`config.mk`:
```
export PLATFORM = sky130hd
export DESIGN_NAME = iecs_irq_ctrl
export DESIGN_NICKNAME = d
export VERILOG_FILES = /design/src/rtl/iecs_pkg.sv /design/src/rtl/iecs_irq_ctrl.sv /design/src/rtl/iecs_shadow_bank.sv
export SDC_FILE = /design/constraint.sdc
export NUM_CORES = 1
export LEC_CHECK = 0
export ABC_AREA = 1
export ABC_CLOCK_PERIOD_IN_PS = 2120
export BUFFER_PORTS_ARGS = -buffer_cell sky130_fd_sc_hd__buf_2
export CAP_MARGIN = 30
export CORE_MARGIN = 2
export CORE_UTILIZATION = 52
export CTS_CLUSTER_SIZE = 8
export DETAILED_ROUTE_END_ITERATION = 12
export GPL_TIMING_DRIVEN = 0
export PLACE_DENSITY_LB_ADDON = 0.15
export SLEW_MARGIN = 0
export SYNTH_ARGS = -nofsm -noshare
export SYNTH_HDL_FRONTEND = slang
export SYNTH_SLANG_ARGS = --single-unit
```
`constraint.sdc`:
```
create_clock -name clk -period 2.12 [get_ports clk]
set_clock_uncertainty 0.05 [all_clocks]
set_input_delay 0.212 -clock clk [delete_from_list [all_inputs] [get_ports clk]]
set_output_delay 0.212 -clock clk [all_outputs]
set_load 0.05 [all_outputs]
```
`src/rtl/iecs_pkg.sv`:
```
`default_nettype none
package iecs_pkg;

   // ======================================================================
   // Register map: control and enable registers, then the shadow bank.
   // ======================================================================
   localparam int ADDR_W = 12;
   localparam logic [11:0] OFF_IRQ_CONTROL = 12'h00b;
   localparam logic [11:0] OFF_PERIPH_EN_ONE = 12'h091;
   localparam logic [11:0] OFF_PERIPH_EN_TWO = 12'h092;
   localparam logic [11:0] SHADOW_BANK_BASE = 12'hfe4;
   localparam logic [2:0] SHADOW_COUNT = 3'h7;
   localparam logic [2:0] SH_ACC = 3'h0;
   localparam logic [2:0] SH_STATUS = 3'h1;
   localparam logic [2:0] SH_BANK = 3'h2;
   localparam logic [2:0] SH_PC_HIGH = 3'h3;
   localparam logic [2:0] SH_FSR0_LO = 3'h4;
   localparam logic [2:0] SH_FSR0_HI = 3'h5;
   localparam logic [2:0] SH_FSR1_LO = 3'h6;
   localparam logic [2:0] SH_FSR1_HI = 3'h7;

   // ======================================================================
   // Field positions and reset values.
   // ======================================================================
   localparam int GLOBAL_EN_BIT = 7;
   localparam int PERIPH_GATE_BIT = 6;
   localparam int T0IE_BIT = 5;
   localparam int EXTIE_BIT = 4;
   localparam int PCIE_BIT = 3;
   localparam int T0IF_BIT = 2;
   localparam int EXTIF_BIT = 1;
   localparam int PCIF_BIT = 0;
   localparam int COMP2_BIT = 6;
   localparam logic [7:0] CONTROL_RESET = 8'h00;
   localparam logic [7:0] PERIPH_EN_RESET = 8'h00;
   localparam logic [7:0] PERIPH_TWO_MASK = 8'hf8;
   localparam logic [7:0] STATUS_SAVE_MASK = 8'he7;
   localparam int PC_W = 15;
   localparam logic [14:0] IRQ_VECTOR = 15'h0004;

   // ======================================================================
   // Context carried between the core and the shadow bank.
   // ======================================================================
   typedef struct packed {
      logic [7:0] acc;
      logic [7:0] status;
      logic [4:0] bank;
      logic [6:0] pcHigh;
      logic [15:0] fsr0;
      logic [15:0] fsr1;
   } iecs_ctx_t;

   // Byte view of one context field, used by the shadow read path.
   function automatic logic [7:0] iecs_ctx_byte(input iecs_ctx_t c, input logic [2:0] idx);
      case (idx)
         SH_ACC: iecs_ctx_byte = c.acc;
         SH_STATUS: iecs_ctx_byte = c.status;
         SH_BANK: iecs_ctx_byte = {3'h0, c.bank};
         SH_PC_HIGH: iecs_ctx_byte = {1'h0, c.pcHigh};
         SH_FSR0_LO: iecs_ctx_byte = c.fsr0[7:0];
         SH_FSR0_HI: iecs_ctx_byte = c.fsr0[15:8];
         SH_FSR1_LO: iecs_ctx_byte = c.fsr1[7:0];
         default: iecs_ctx_byte = c.fsr1[15:8];
      endcase
   endfunction

endpackage
`default_nettype wire

```
`src/rtl/iecs_irq_ctrl.sv`:
```
// Functional notes
// - Taken interrupt pushes return PC.
// - Entry copies context into shadows.
// - Return reloads context from shadows.
// - Shadows read/write in bank 31.
// - Flags set regardless of enables.
// - Global enable bit 7 gates all.
// - Peripheral gate bit 6 gates peripherals.
// - Timer0 overflow: enable 5, flag 2.
// - External pin: enable 4, flag 1.
// - Pin change: enable 3, summary 0.
// - Summary read-only, clears with per-pin flags.
// - First peripheral enable register layout.
// - Second register bits 7-3, 2-0 zero.
// - Comparator two enable only on variant.
// - All control and enables reset zero.
// - Take: flush, clear global, push, vector.
// - Return pops, restores, sets global enable.
// - Blocked interrupts stay pending in flags.
//
// The address-and-strobe port and the address map were chosen for this implementation.
`timescale 1ns/10ps
`default_nettype none
module iecs_irq_ctrl
   import iecs_pkg::*;
#(
   parameter bit HAS_COMP_TWO = 1'b1, // Second comparator present on this variant.
   parameter int REG_ADDR_W = 12 // Register address width.
)
(
   input wire logic clk, // Instruction clock, 40 MHz.
   input wire logic rst_n, // Synchronous reset, active low.
   input wire logic [11:0] regAddr, // Register address.
   input wire logic [7:0] regWdata, // Register write data.
   input wire logic regWe, // Write strobe, one cycle.
   input wire logic regRe, // Read strobe, one cycle.
   output logic [7:0] regRdata, // Read data, valid the cycle after the strobe.
   input wire logic timer0Ovf, // Timer0 overflow event pulse.
   input wire logic extPinEdge, // Valid edge seen on the external pin.
   input wire logic [7:0] perPinChangeFlags, // Per-pin change flags held outside.
   input wire logic [7:0] periphFlagsOne, // First peripheral flag register.
   input wire logic [7:0] periphFlagsTwo, // Second peripheral flag register.
   input wire iecs_pkg::iecs_ctx_t coreCtx, // Live core context.
   input wire logic [14:0] corePc, // Return address of the interrupted flow.
   input wire logic coreBoundary, // Core can accept an interrupt this cycle.
   input wire logic returnFromIrq, // Core executes return_from_irq.
   output logic irqRequest, // Combined interrupt request to the core.
   output logic flushPrefetch, // Flush prefetched instruction, one cycle.
   output logic stackPush, // Push stackPushPc, one cycle.
   output logic [14:0] stackPushPc, // Return address to push.
   output logic loadVector, // Load vectorAddr into PC, one cycle.
   output logic [14:0] vectorAddr, // Interrupt vector.
   output logic stackPop, // Pop return address, one cycle.
   output logic restoreValid, // Restore context, one cycle.
   output iecs_pkg::iecs_ctx_t restoreCtx // Context to reload.
);
   import iecs_pkg::*;

   // ======================================================================
   // Elaboration checks.
   // ======================================================================
   // Decode and the shadow window assume the fixed twelve-bit map.
   if (REG_ADDR_W != ADDR_W) begin : g_bad_addr_w
      $error("iecs_irq_ctrl: register address width must be 12");
   end

   // ======================================================================
   // State.
   // ======================================================================
   logic globalEnable_r;
   logic periphGate_r;
   logic timer0Enable_r;
   logic extPinEnable_r;
   logic pinChangeEnable_r;
   logic timer0Flag_r;
   logic extPinFlag_r;
   logic [7:0] periphEnOne_r;
   logic [7:0] periphEnTwo_r;
   logic [7:0] rdata_r;
   logic flush_r;
   logic push_r;
   logic [14:0] pushPc_r;
   logic vector_r;
   logic pop_r;
   logic restore_r;
   iecs_ctx_t restoreCtx_r;

   logic globalEnable_nxt;
   logic timer0Flag_nxt;
   logic extPinFlag_nxt;
   logic [7:0] rdata_nxt;

   // ======================================================================
   // Address decode.
   // ======================================================================
   wire logic hitControl = (regAddr == OFF_IRQ_CONTROL);
   wire logic hitEnOne = (regAddr == OFF_PERIPH_EN_ONE);
   wire logic hitEnTwo = (regAddr == OFF_PERIPH_EN_TWO);
   wire logic [11:0] shadowOffset = regAddr - SHADOW_BANK_BASE;
   wire logic hitShadow = (regAddr >= SHADOW_BANK_BASE) && (shadowOffset <= {9'h000, SHADOW_COUNT});
   wire logic [2:0] shadowIdx = shadowOffset[2:0];
   wire logic wrControl = regWe && hitControl;
   wire logic wrShadow = regWe && hitShadow;

   // Implemented bits of the second enable register depend on the variant.
   wire logic [7:0] enTwoMask = HAS_COMP_TWO ? PERIPH_TWO_MASK : (PERIPH_TWO_MASK & ~(8'h01 << COMP2_BIT));

   // ======================================================================
   // Request combination.
   // ======================================================================
   // Summary is a pure reduction, so it cannot be written and drops only once every pin flag is clear.
   wire logic pinChangeSummary = |perPinChangeFlags;
   wire logic coreHit = (timer0Enable_r && timer0Flag_r)
      || (extPinEnable_r && extPinFlag_r)
      || (pinChangeEnable_r && pinChangeSummary);
   wire logic periphHit = |(periphEnOne_r & periphFlagsOne) || |(periphEnTwo_r & enTwoMask & periphFlagsTwo);
   // Flags stay set while blocked, so a request reappears as soon as the gates open again.
   assign irqRequest = globalEnable_r && (coreHit || (periphGate_r && periphHit));

   // A return in the same cycle takes priority; the core cannot do both at one boundary.
   wire logic takeNow = irqRequest && coreBoundary && !returnFromIrq;

   wire iecs_ctx_t shadowCtx;

   // ======================================================================
   // Shadow bank.
   // ======================================================================
   iecs_shadow_bank u_shadow (
      .clk(clk),
      .rst_n(rst_n),
      .save(takeNow),
      .liveCtx(coreCtx),
      .wrEn(wrShadow),
      .wrIdx(shadowIdx),
      .wrData(regWdata),
      .shadowCtx(shadowCtx)
   );

   // ======================================================================
   // Global enable: hardware entry and return override a software write.
   // ======================================================================
   always_comb begin
      globalEnable_nxt = globalEnable_r;
      if (wrControl) begin
         globalEnable_nxt = regWdata[GLOBAL_EN_BIT];
      end
      if (takeNow) begin
         globalEnable_nxt = 1'b0;
      end else if (returnFromIrq) begin
         globalEnable_nxt = 1'b1;
      end
   end

   // ======================================================================
   // Core flags: an event in the cycle of a software clear still sets.
   // ======================================================================
   always_comb begin
      timer0Flag_nxt = timer0Flag_r;
      extPinFlag_nxt = extPinFlag_r;
      if (wrControl) begin
         timer0Flag_nxt = regWdata[T0IF_BIT];
         extPinFlag_nxt = regWdata[EXTIF_BIT];
      end
      if (timer0Ovf) begin
         timer0Flag_nxt = 1'b1;
      end
      if (extPinEdge) begin
         extPinFlag_nxt = 1'b1;
      end
   end

   // ======================================================================
   // Read mux: control bits, enables, shadows; unmapped reads as zero.
   // ======================================================================
   wire logic [7:0] controlView = {globalEnable_r, periphGate_r, timer0Enable_r, extPinEnable_r,
      pinChangeEnable_r, timer0Flag_r, extPinFlag_r, pinChangeSummary};

   always_comb begin
      rdata_nxt = 8'h00;
      if (regRe) begin
         if (hitControl) begin
            rdata_nxt = controlView;
         end else if (hitEnOne) begin
            rdata_nxt = periphEnOne_r;
         end else if (hitEnTwo) begin
            rdata_nxt = periphEnTwo_r & enTwoMask;
         end else if (hitShadow) begin
            rdata_nxt = iecs_ctx_byte(shadowCtx, shadowIdx);
         end
      end
   end

   // ======================================================================
   // Control and enable registers.
   // ======================================================================
   always_ff @(posedge clk) begin
      if (!rst_n) begin
         globalEnable_r <= CONTROL_RESET[GLOBAL_EN_BIT];
         periphGate_r <= CONTROL_RESET[PERIPH_GATE_BIT];
         timer0Enable_r <= CONTROL_RESET[T0IE_BIT];
         extPinEnable_r <= CONTROL_RESET[EXTIE_BIT];
         pinChangeEnable_r <= CONTROL_RESET[PCIE_BIT];
         timer0Flag_r <= CONTROL_RESET[T0IF_BIT];
         extPinFlag_r <= CONTROL_RESET[EXTIF_BIT];
         periphEnOne_r <= PERIPH_EN_RESET;
         periphEnTwo_r <= PERIPH_EN_RESET;
      end else begin
         globalEnable_r <= globalEnable_nxt;
         timer0Flag_r <= timer0Flag_nxt;
         extPinFlag_r <= extPinFlag_nxt;
         if (wrControl) begin
            periphGate_r <= regWdata[PERIPH_GATE_BIT];
            timer0Enable_r <= regWdata[T0IE_BIT];
            extPinEnable_r <= regWdata[EXTIE_BIT];
            pinChangeEnable_r <= regWdata[PCIE_BIT];
         end
         if (regWe && hitEnOne) begin
            periphEnOne_r <= regWdata;
         end
         if (regWe && hitEnTwo) begin
            periphEnTwo_r <= regWdata & enTwoMask;
         end
      end
   end

   // ======================================================================
   // Read data register.
   // ======================================================================
   always_ff @(posedge clk) begin
      if (!rst_n) begin
         rdata_r <= 8'h00;
      end else begin
         rdata_r <= rdata_nxt;
      end
   end

   // ======================================================================
   // Entry sequence: all entry pulses appear together one cycle after the take.
   // ======================================================================
   always_ff @(posedge clk) begin
      if (!rst_n) begin
         flush_r <= 1'b0;
         push_r <= 1'b0;
         pushPc_r <= 15'h0000;
         vector_r <= 1'b0;
      end else begin
         flush_r <= takeNow;
         push_r <= takeNow;
         vector_r <= takeNow;
         if (takeNow) begin
            pushPc_r <= corePc;
         end
      end
   end

   // ======================================================================
   // Return sequence: pop and restore one cycle after the return strobe.
   // ======================================================================
   // Watchdog and power-down bits are never shadowed, so the live ones pass through untouched.
   iecs_ctx_t restoreSel;
   always_comb begin
      restoreSel = shadowCtx;
      restoreSel.status = (shadowCtx.status & STATUS_SAVE_MASK) | (coreCtx.status & ~STATUS_SAVE_MASK);
   end

   always_ff @(posedge clk) begin
      if (!rst_n) begin
         pop_r <= 1'b0;
         restore_r <= 1'b0;
         restoreCtx_r <= '0;
      end else begin
         pop_r <= returnFromIrq;
         restore_r <= returnFromIrq;
         if (returnFromIrq) begin
            restoreCtx_r <= restoreSel;
         end
      end
   end

   // ======================================================================
   // Output drive.
   // ======================================================================
   assign regRdata = rdata_r;
   assign flushPrefetch = flush_r;
   assign stackPush = push_r;
   assign stackPushPc = pushPc_r;
   assign loadVector = vector_r;
   assign vectorAddr = IRQ_VECTOR;
   assign stackPop = pop_r;
   assign restoreValid = restore_r;
   assign restoreCtx = restoreCtx_r;

endmodule
`default_nettype wire

```
`src/rtl/iecs_shadow_bank.sv`:
```
`timescale 1ns/10ps
`default_nettype none
module iecs_shadow_bank
   import iecs_pkg::*;
(
   input wire logic clk, // Instruction clock.
   input wire logic rst_n, // Synchronous reset, active low.
   input wire logic save, // Capture the live context this cycle.
   input wire iecs_pkg::iecs_ctx_t liveCtx, // Live core context.
   input wire logic wrEn, // Software write to one shadow byte.
   input wire logic [2:0] wrIdx, // Shadow byte index.
   input wire logic [7:0] wrData, // Software write data.
   output iecs_pkg::iecs_ctx_t shadowCtx // Stored shadow context.
);
   import iecs_pkg::*;

   iecs_ctx_t shadow_r;
   iecs_ctx_t shadow_nxt;
   iecs_ctx_t edited;

   // ======================================================================
   // Software edit of one byte; the edited copy is what a return restores.
   // ======================================================================
   always_comb begin
      edited = shadow_r;
      case (wrIdx)
         SH_ACC: edited.acc = wrData;
         SH_STATUS: edited.status = wrData & STATUS_SAVE_MASK;
         SH_BANK: edited.bank = wrData[4:0];
         SH_PC_HIGH: edited.pcHigh = wrData[6:0];
         SH_FSR0_LO: edited.fsr0[7:0] = wrData;
         SH_FSR0_HI: edited.fsr0[15:8] = wrData;
         SH_FSR1_LO: edited.fsr1[7:0] = wrData;
         default: edited.fsr1[15:8] = wrData;
      endcase
   end

   // Entry capture beats a software edit in the same cycle, since the core has just committed.
   always_comb begin
      shadow_nxt = shadow_r;
      if (save) begin
         shadow_nxt = liveCtx;
         shadow_nxt.status = liveCtx.status & STATUS_SAVE_MASK;
      end else if (wrEn) begin
         shadow_nxt = edited;
      end
   end

   // Shadow storage.
   always_ff @(posedge clk) begin
      if (!rst_n) begin
         shadow_r <= '0;
      end else begin
         shadow_r <= shadow_nxt;
      end
   end

   assign shadowCtx = shadow_r;

endmodule
`default_nettype wire
```
# Word-level counts from Yosys, hierarchy flattened
# Cells that the tools add are included.
# totals
output_inout_bits	104
regBits	163
input_bits	127
# classes
n_reduce_logical	43
addsub	1
magnitude_cmp	2
bitwise	4
n_mux	21
eq_ne	10
# op_table
operator	count
two-way mux 60 bit	2
two-way mux 8 bit	10
one-hot mux 8 bit (7 select lines)	1
equality test 12 x 8 -> 1 bit, second input constant	2
OR reduction 8 bit	3
nonzero test 2 bit	11
AND reduction 2 bit	9
AND 8 bit	2
equality test 12 x 4 -> 1 bit, second input constant	1
greater-or-equal comparator 12 bit, second input constant	1
<= comparator 12 x 3 -> 1 bit, second input constant	1
logical AND 1 bit	12
subtractor 12 bit, second input constant	1
equality test 3 bit, second input constant	3
OR 8 x 5 -> 8 bit	1
two-way mux 7 bit	1
OR reduction 7 bit	1
equality test 3 x 2 -> 1 bit, second input constant	2
two-way mux 1 bit	6
two-way mux 5 bit	1
logical OR 1 bit	4
equality test 3 x 1 -> 1 bit, second input constant	1
logical NOT 3 bit	1
inequality test 2 x 1 -> 1 bit, second input constant	1
3 further kinds	3

# Depth between registers and ports, before layout
# depth
word_depth	10
ltp_mapped	13

# By module
# A second synthesis with hierarchy kept.
# hier_totals
cells_unflattened	1124
area_unflattened_um2	7694.9
# modules_own_cells
mod	instances	area_each_um2	cells_each	seq_area_each_um2
iecs_irq_ctrl	1	4939.7	715	2102.0
iecs_shadow_bank	1	2755.1	409	1161.1

# Least setup slack after synthesis
# OpenSTA, ideal clock, no wires.
# synth_path
path_kind	reg2reg
from	reg periphEnTwo_r[4]
to	reg u_shadow.shadow_r, in the netlist u_shadow.shadowCtx[24]
stages_incl_launch_ff	12
path_buffers	1
synth_period_minus_slack_ns	1.915
setup_slack_ns	0.205
arrival_time_ns	1.809
setup_ns	0.057
cell_sequence	dfxtp_1 > nand2_1 > nand3_1 > nor2_1 > nand3_1 > nand2_1 > a21boi_1 > clkbuf_1 > nand3_1 > nand3_1 > nand2_1 > inv_1
# synth_via
elab_chain_len	10
# synth_lines
item	line_no	rtl
from (decl)	iecs_irq_ctrl.sv:78	logic [7:0] periphEnTwo_r;
from (signal assigned)	iecs_irq_ctrl.sv:221	periphEnTwo_r <= regWdata & enTwoMask;
AND 8 bit (*)	iecs_irq_ctrl.sv:116	wire logic periphHit = |(periphEnOne_r & periphFlagsOne) || |(periphEnTwo_r & enTwoMask & periphFlagsTwo);
OR reduction 8 bit (*)	iecs_irq_ctrl.sv:116	
logical OR 1 bit (*)	iecs_irq_ctrl.sv:116	
logical AND 1 bit (*)	iecs_irq_ctrl.sv:118	assign irqRequest = globalEnable_r && (coreHit || (periphGate_r && periphHit));
logical OR 1 bit (*)	iecs_irq_ctrl.sv:118	
logical AND 1 bit (*)	iecs_irq_ctrl.sv:118	
via irqRequest	iecs_irq_ctrl.sv:47	output logic irqRequest,
logical AND 1 bit (*) (2 in series)	iecs_irq_ctrl.sv:121	wire logic takeNow = irqRequest && coreBoundary && !returnFromIrq;
nonzero test 2 bit (no source line)	-	
AND reduction 2 bit (no source line)	-	
to (signal assigned)	iecs_shadow_bank.sv:54	shadow_r <= shadow_nxt;
to (decl)	iecs_shadow_bank.sv:17	iecs_ctx_t shadow_r;
# Mark *: on every way through the listed nets, which the timed path passes. The rest lies on a longest branch.
# A chain may end at the register's enable or synchronous reset.

# Final worst setup path
# layout_path
from	reg periphEnTwo_r[4]
to	out irqRequest
# layout_via
elab_chain_len	6
# layout_lines
item	line_no
AND 8 bit	iecs_irq_ctrl.sv:116
OR reduction 8 bit	iecs_irq_ctrl.sv:116
logical OR 1 bit	iecs_irq_ctrl.sv:116
logical AND 1 bit	iecs_irq_ctrl.sv:118
logical OR 1 bit	iecs_irq_ctrl.sv:118
logical AND 1 bit	iecs_irq_ctrl.sv:118
to (decl)	iecs_irq_ctrl.sv:47
# Every way passes these cells.

==> results.tsv <==
metric	value	unit
CP required	1.86	ns
worst setup path category	reg -> out	
VDD IR max	0.000585	V
fin crit share	1.00	
GPL Wtd Cong	1.03	
antenna viol nets, final	0	
DR pass1 iterations	7	
Clock Sinks	163	
final setup vio count	1	
Fin. Hold Viols	0	
crit-path max FO	10	
CTS tree	built	
vias in the first global route	8048	
Core ar.	0.0145	mm^2
later-pin clock latency in the skew report	0.43	ns
total congestion overflow	0	
Synth Area per Inst	6.74	um^2
row count	44	
Net Sw Power	1.94	mW
Syn Inst Count	1136	
initial drt markers	920	
relative slew slack	0.347	
number of port buffers	203	
most area-consuming cells after synthesis	dfxtp_1 (43%), nand3_1 (17%), nand2_1 (9.4%), nor2_1 (7.7%), o21ai_0 (5.8%)	
Max Root-Sink Buffers	2	
Placed Cells incl. Taps	1536	
Final HPWL DP	19700	um
layout cells sized above 1	0.213	
top-count cell post-synth	nand3_1	
fmax	472	MHz
cell taking the most area after synthesis	dfxtp_1	
routed wire length	27200	um
minimum clock period after layout	2.12	ns
Die X	125	um
ys async rst share	0	
post-synth top area share	0.426	
cts bufs inserted	17	
crit path DAT	1.86	ns
synth-to-layout area growth	27.8	%
outcome	finished with violations	
Seq pwr share	0.445	
RSZ-0062 raised after global routing	yes	
initial antenna violation count	1	
worst hold path type	in -> reg	
H-tree depth	4	
GRT Total Usage	0.342	
DR WL/cell	17.1	um
Leakage	5.18	nW
DR vias/cell	5.52	
Sw Ratio	0.273	
Comb power frac	0.119	
CP endpoint kind	output port	
drc violations	0	
TNS Setup	-0.000735	ns
Min Hold Slack	0.0260	ns
clock slew seen by the registers of the worst setup and hold paths	0.06	ns
maxcap violations	0	
largest net degree at the start of global routing	17	
worst setup margin	-0.000735	ns
internal power	5.16	mW
Non-Filler Instances	1586	
Final Max Slew Viols	0	
PD cells	724	mW/mm^2
via count	8747	
Clk pwr share	0.436	
wire length of the first global-routing pass	41900	um
Mapped Area	0.00766	mm^2
I/O Pins	231	
violated checks	setup timing	
yosys warns	0	
Yosys reg bits	163	
Seq/Total Area, Yosys	0.426	
commonest cells in the netlist	nand3_1 (256), nand2_1 (192), dfxtp_1 (163)	
die area	0.0157	mm^2
Post-synth EDFFs	0	
Total Nets Final	1519	
Root Buffer	clkbuf_16	
initial cell density of the core	0.529	
Placed Instance Area	0.00896	mm^2
die height	125	um
Synth Flop Type	dfxtp_1	
fin area	0.00979	mm^2
Startpoint Class	flip-flop	
Worst Tran Pin Value	0.979	ns
pre-CTS setup slack	-0.287	ns
synth unique cells	34	
layer usage:
metal  track usage  wire length [um]
met5             0                 0
met4         0.151              1170
met3        0.0852              2910
met2         0.554             12200
met1         0.432             10900
kinds of logic (layout without fill, tap and decap cells):
logic type               Yosys count  count (layout)  synth area share
AND/OR/NAND/NOR                  629             629             0.361
AO/OA/AOI/OAI                    141             141            0.0977
adder cells (fa/ha/maj)            3               3           0.00490
other                              2              16          0.000980
flip-flops                       163             163             0.426
XOR/XNOR                           1               1           0.00114
buffers and inverters            197             449             0.108
stage by stage:
stage | util | total power, mW
2_1_floorplan | - | 3.72
3_3_place_gp | 0.619 | 4.02
3_5_place_dp | 0.619 | 4.02
4_1_cts | 0.672 | 7.09
5_1_grt | 0.676 | 7.31
6_report | 0.676 | 7.09
repair_timing:
action	CTS	global route
gates resized for setup	5	32
pin swaps	0	1
hold buffers	17	0
setup endpoints to repair	56	73
hold endpoints to repair	17	0
buffers inserted	0	1
layout by cell type, fill, tap and decap left out, types with 4 or more instances in the layout:
master and count:
clkbuf_1 41, dlygate4sd3_1 17, nand3_1 255, inv_2 6
dfxtp_1 163, clkbuf_2 9, a21oi_1 42, conb_1 15
buf_2 210, clkbuf_4 6, nand4_1 5, buf_4 22
clkbuf_16 17, buf_1 4, nor2_1 157, o21ai_0 89
nor2_2 7, inv_1 104, nand2_1 192
power by group through the flow:
stage	Clock (mW)	Sequential, mW	Combinational [mW]
2_1_floorplan	0	3.42	0.309
3_3_place_gp	0	3.22	0.795
3_5_place_dp	0	3.22	0.799
4_1_cts	3.10	3.16	0.829
5_1_grt	3.26	3.16	0.894
6_report	3.09	3.16	0.842
cell type report:
cell class	count	area (um^2)
fill	1336	4690
multi-input combinational	789	3640
sequential	163	3260
timing repair buffer	221	1200
clock buffer	21	460
buffer	87	453
inverter	110	413
tap	184	230
clock inverter	10	126
antenna	1	2.50
registers in the layout (all words and copies together), names as in the netlist:
register            count
regRdata                8
extPinFlag_r            1
periphGate_r            1
extPinEnable_r          1
timer0Enable_r          1
u_shadow.shadowCtx     58
periphEnOne_r           8
loadVector              1
timer0Flag_r            1
restoreValid            1
globalEnable_r          1
stackPushPc            15
pinChangeEnable_r       1
restoreCtx             60
periphEnTwo_r           5
final timing paths:
kind	slack, ns	start	cells after the start	end
setup / recovery	-0.0007	periphEnTwo_r[4]	8	irqRequest
hold / removal	0.03	extPinEdge	5	extPinFlag_r
setup reg to reg	0.10	periphEnTwo_r[4]	12	u_shadow.shadowCtx[38]
hold reg to reg	0.42	stackPushPc[13]	2	stackPushPc[13]
worst max-delay path, stage by stage, from the launching register on:
cell and delay (ns):
dfxtp_1 0.36, nand2_1 0.06, nand3_1 0.10, nor2_1 0.05, nand3_1 0.10, nand2_1 0.11
a21boi_4 0.25, buf_4 0.20, buf_4 0.20
No activity file was read; power rests on OpenSTA's default activity.
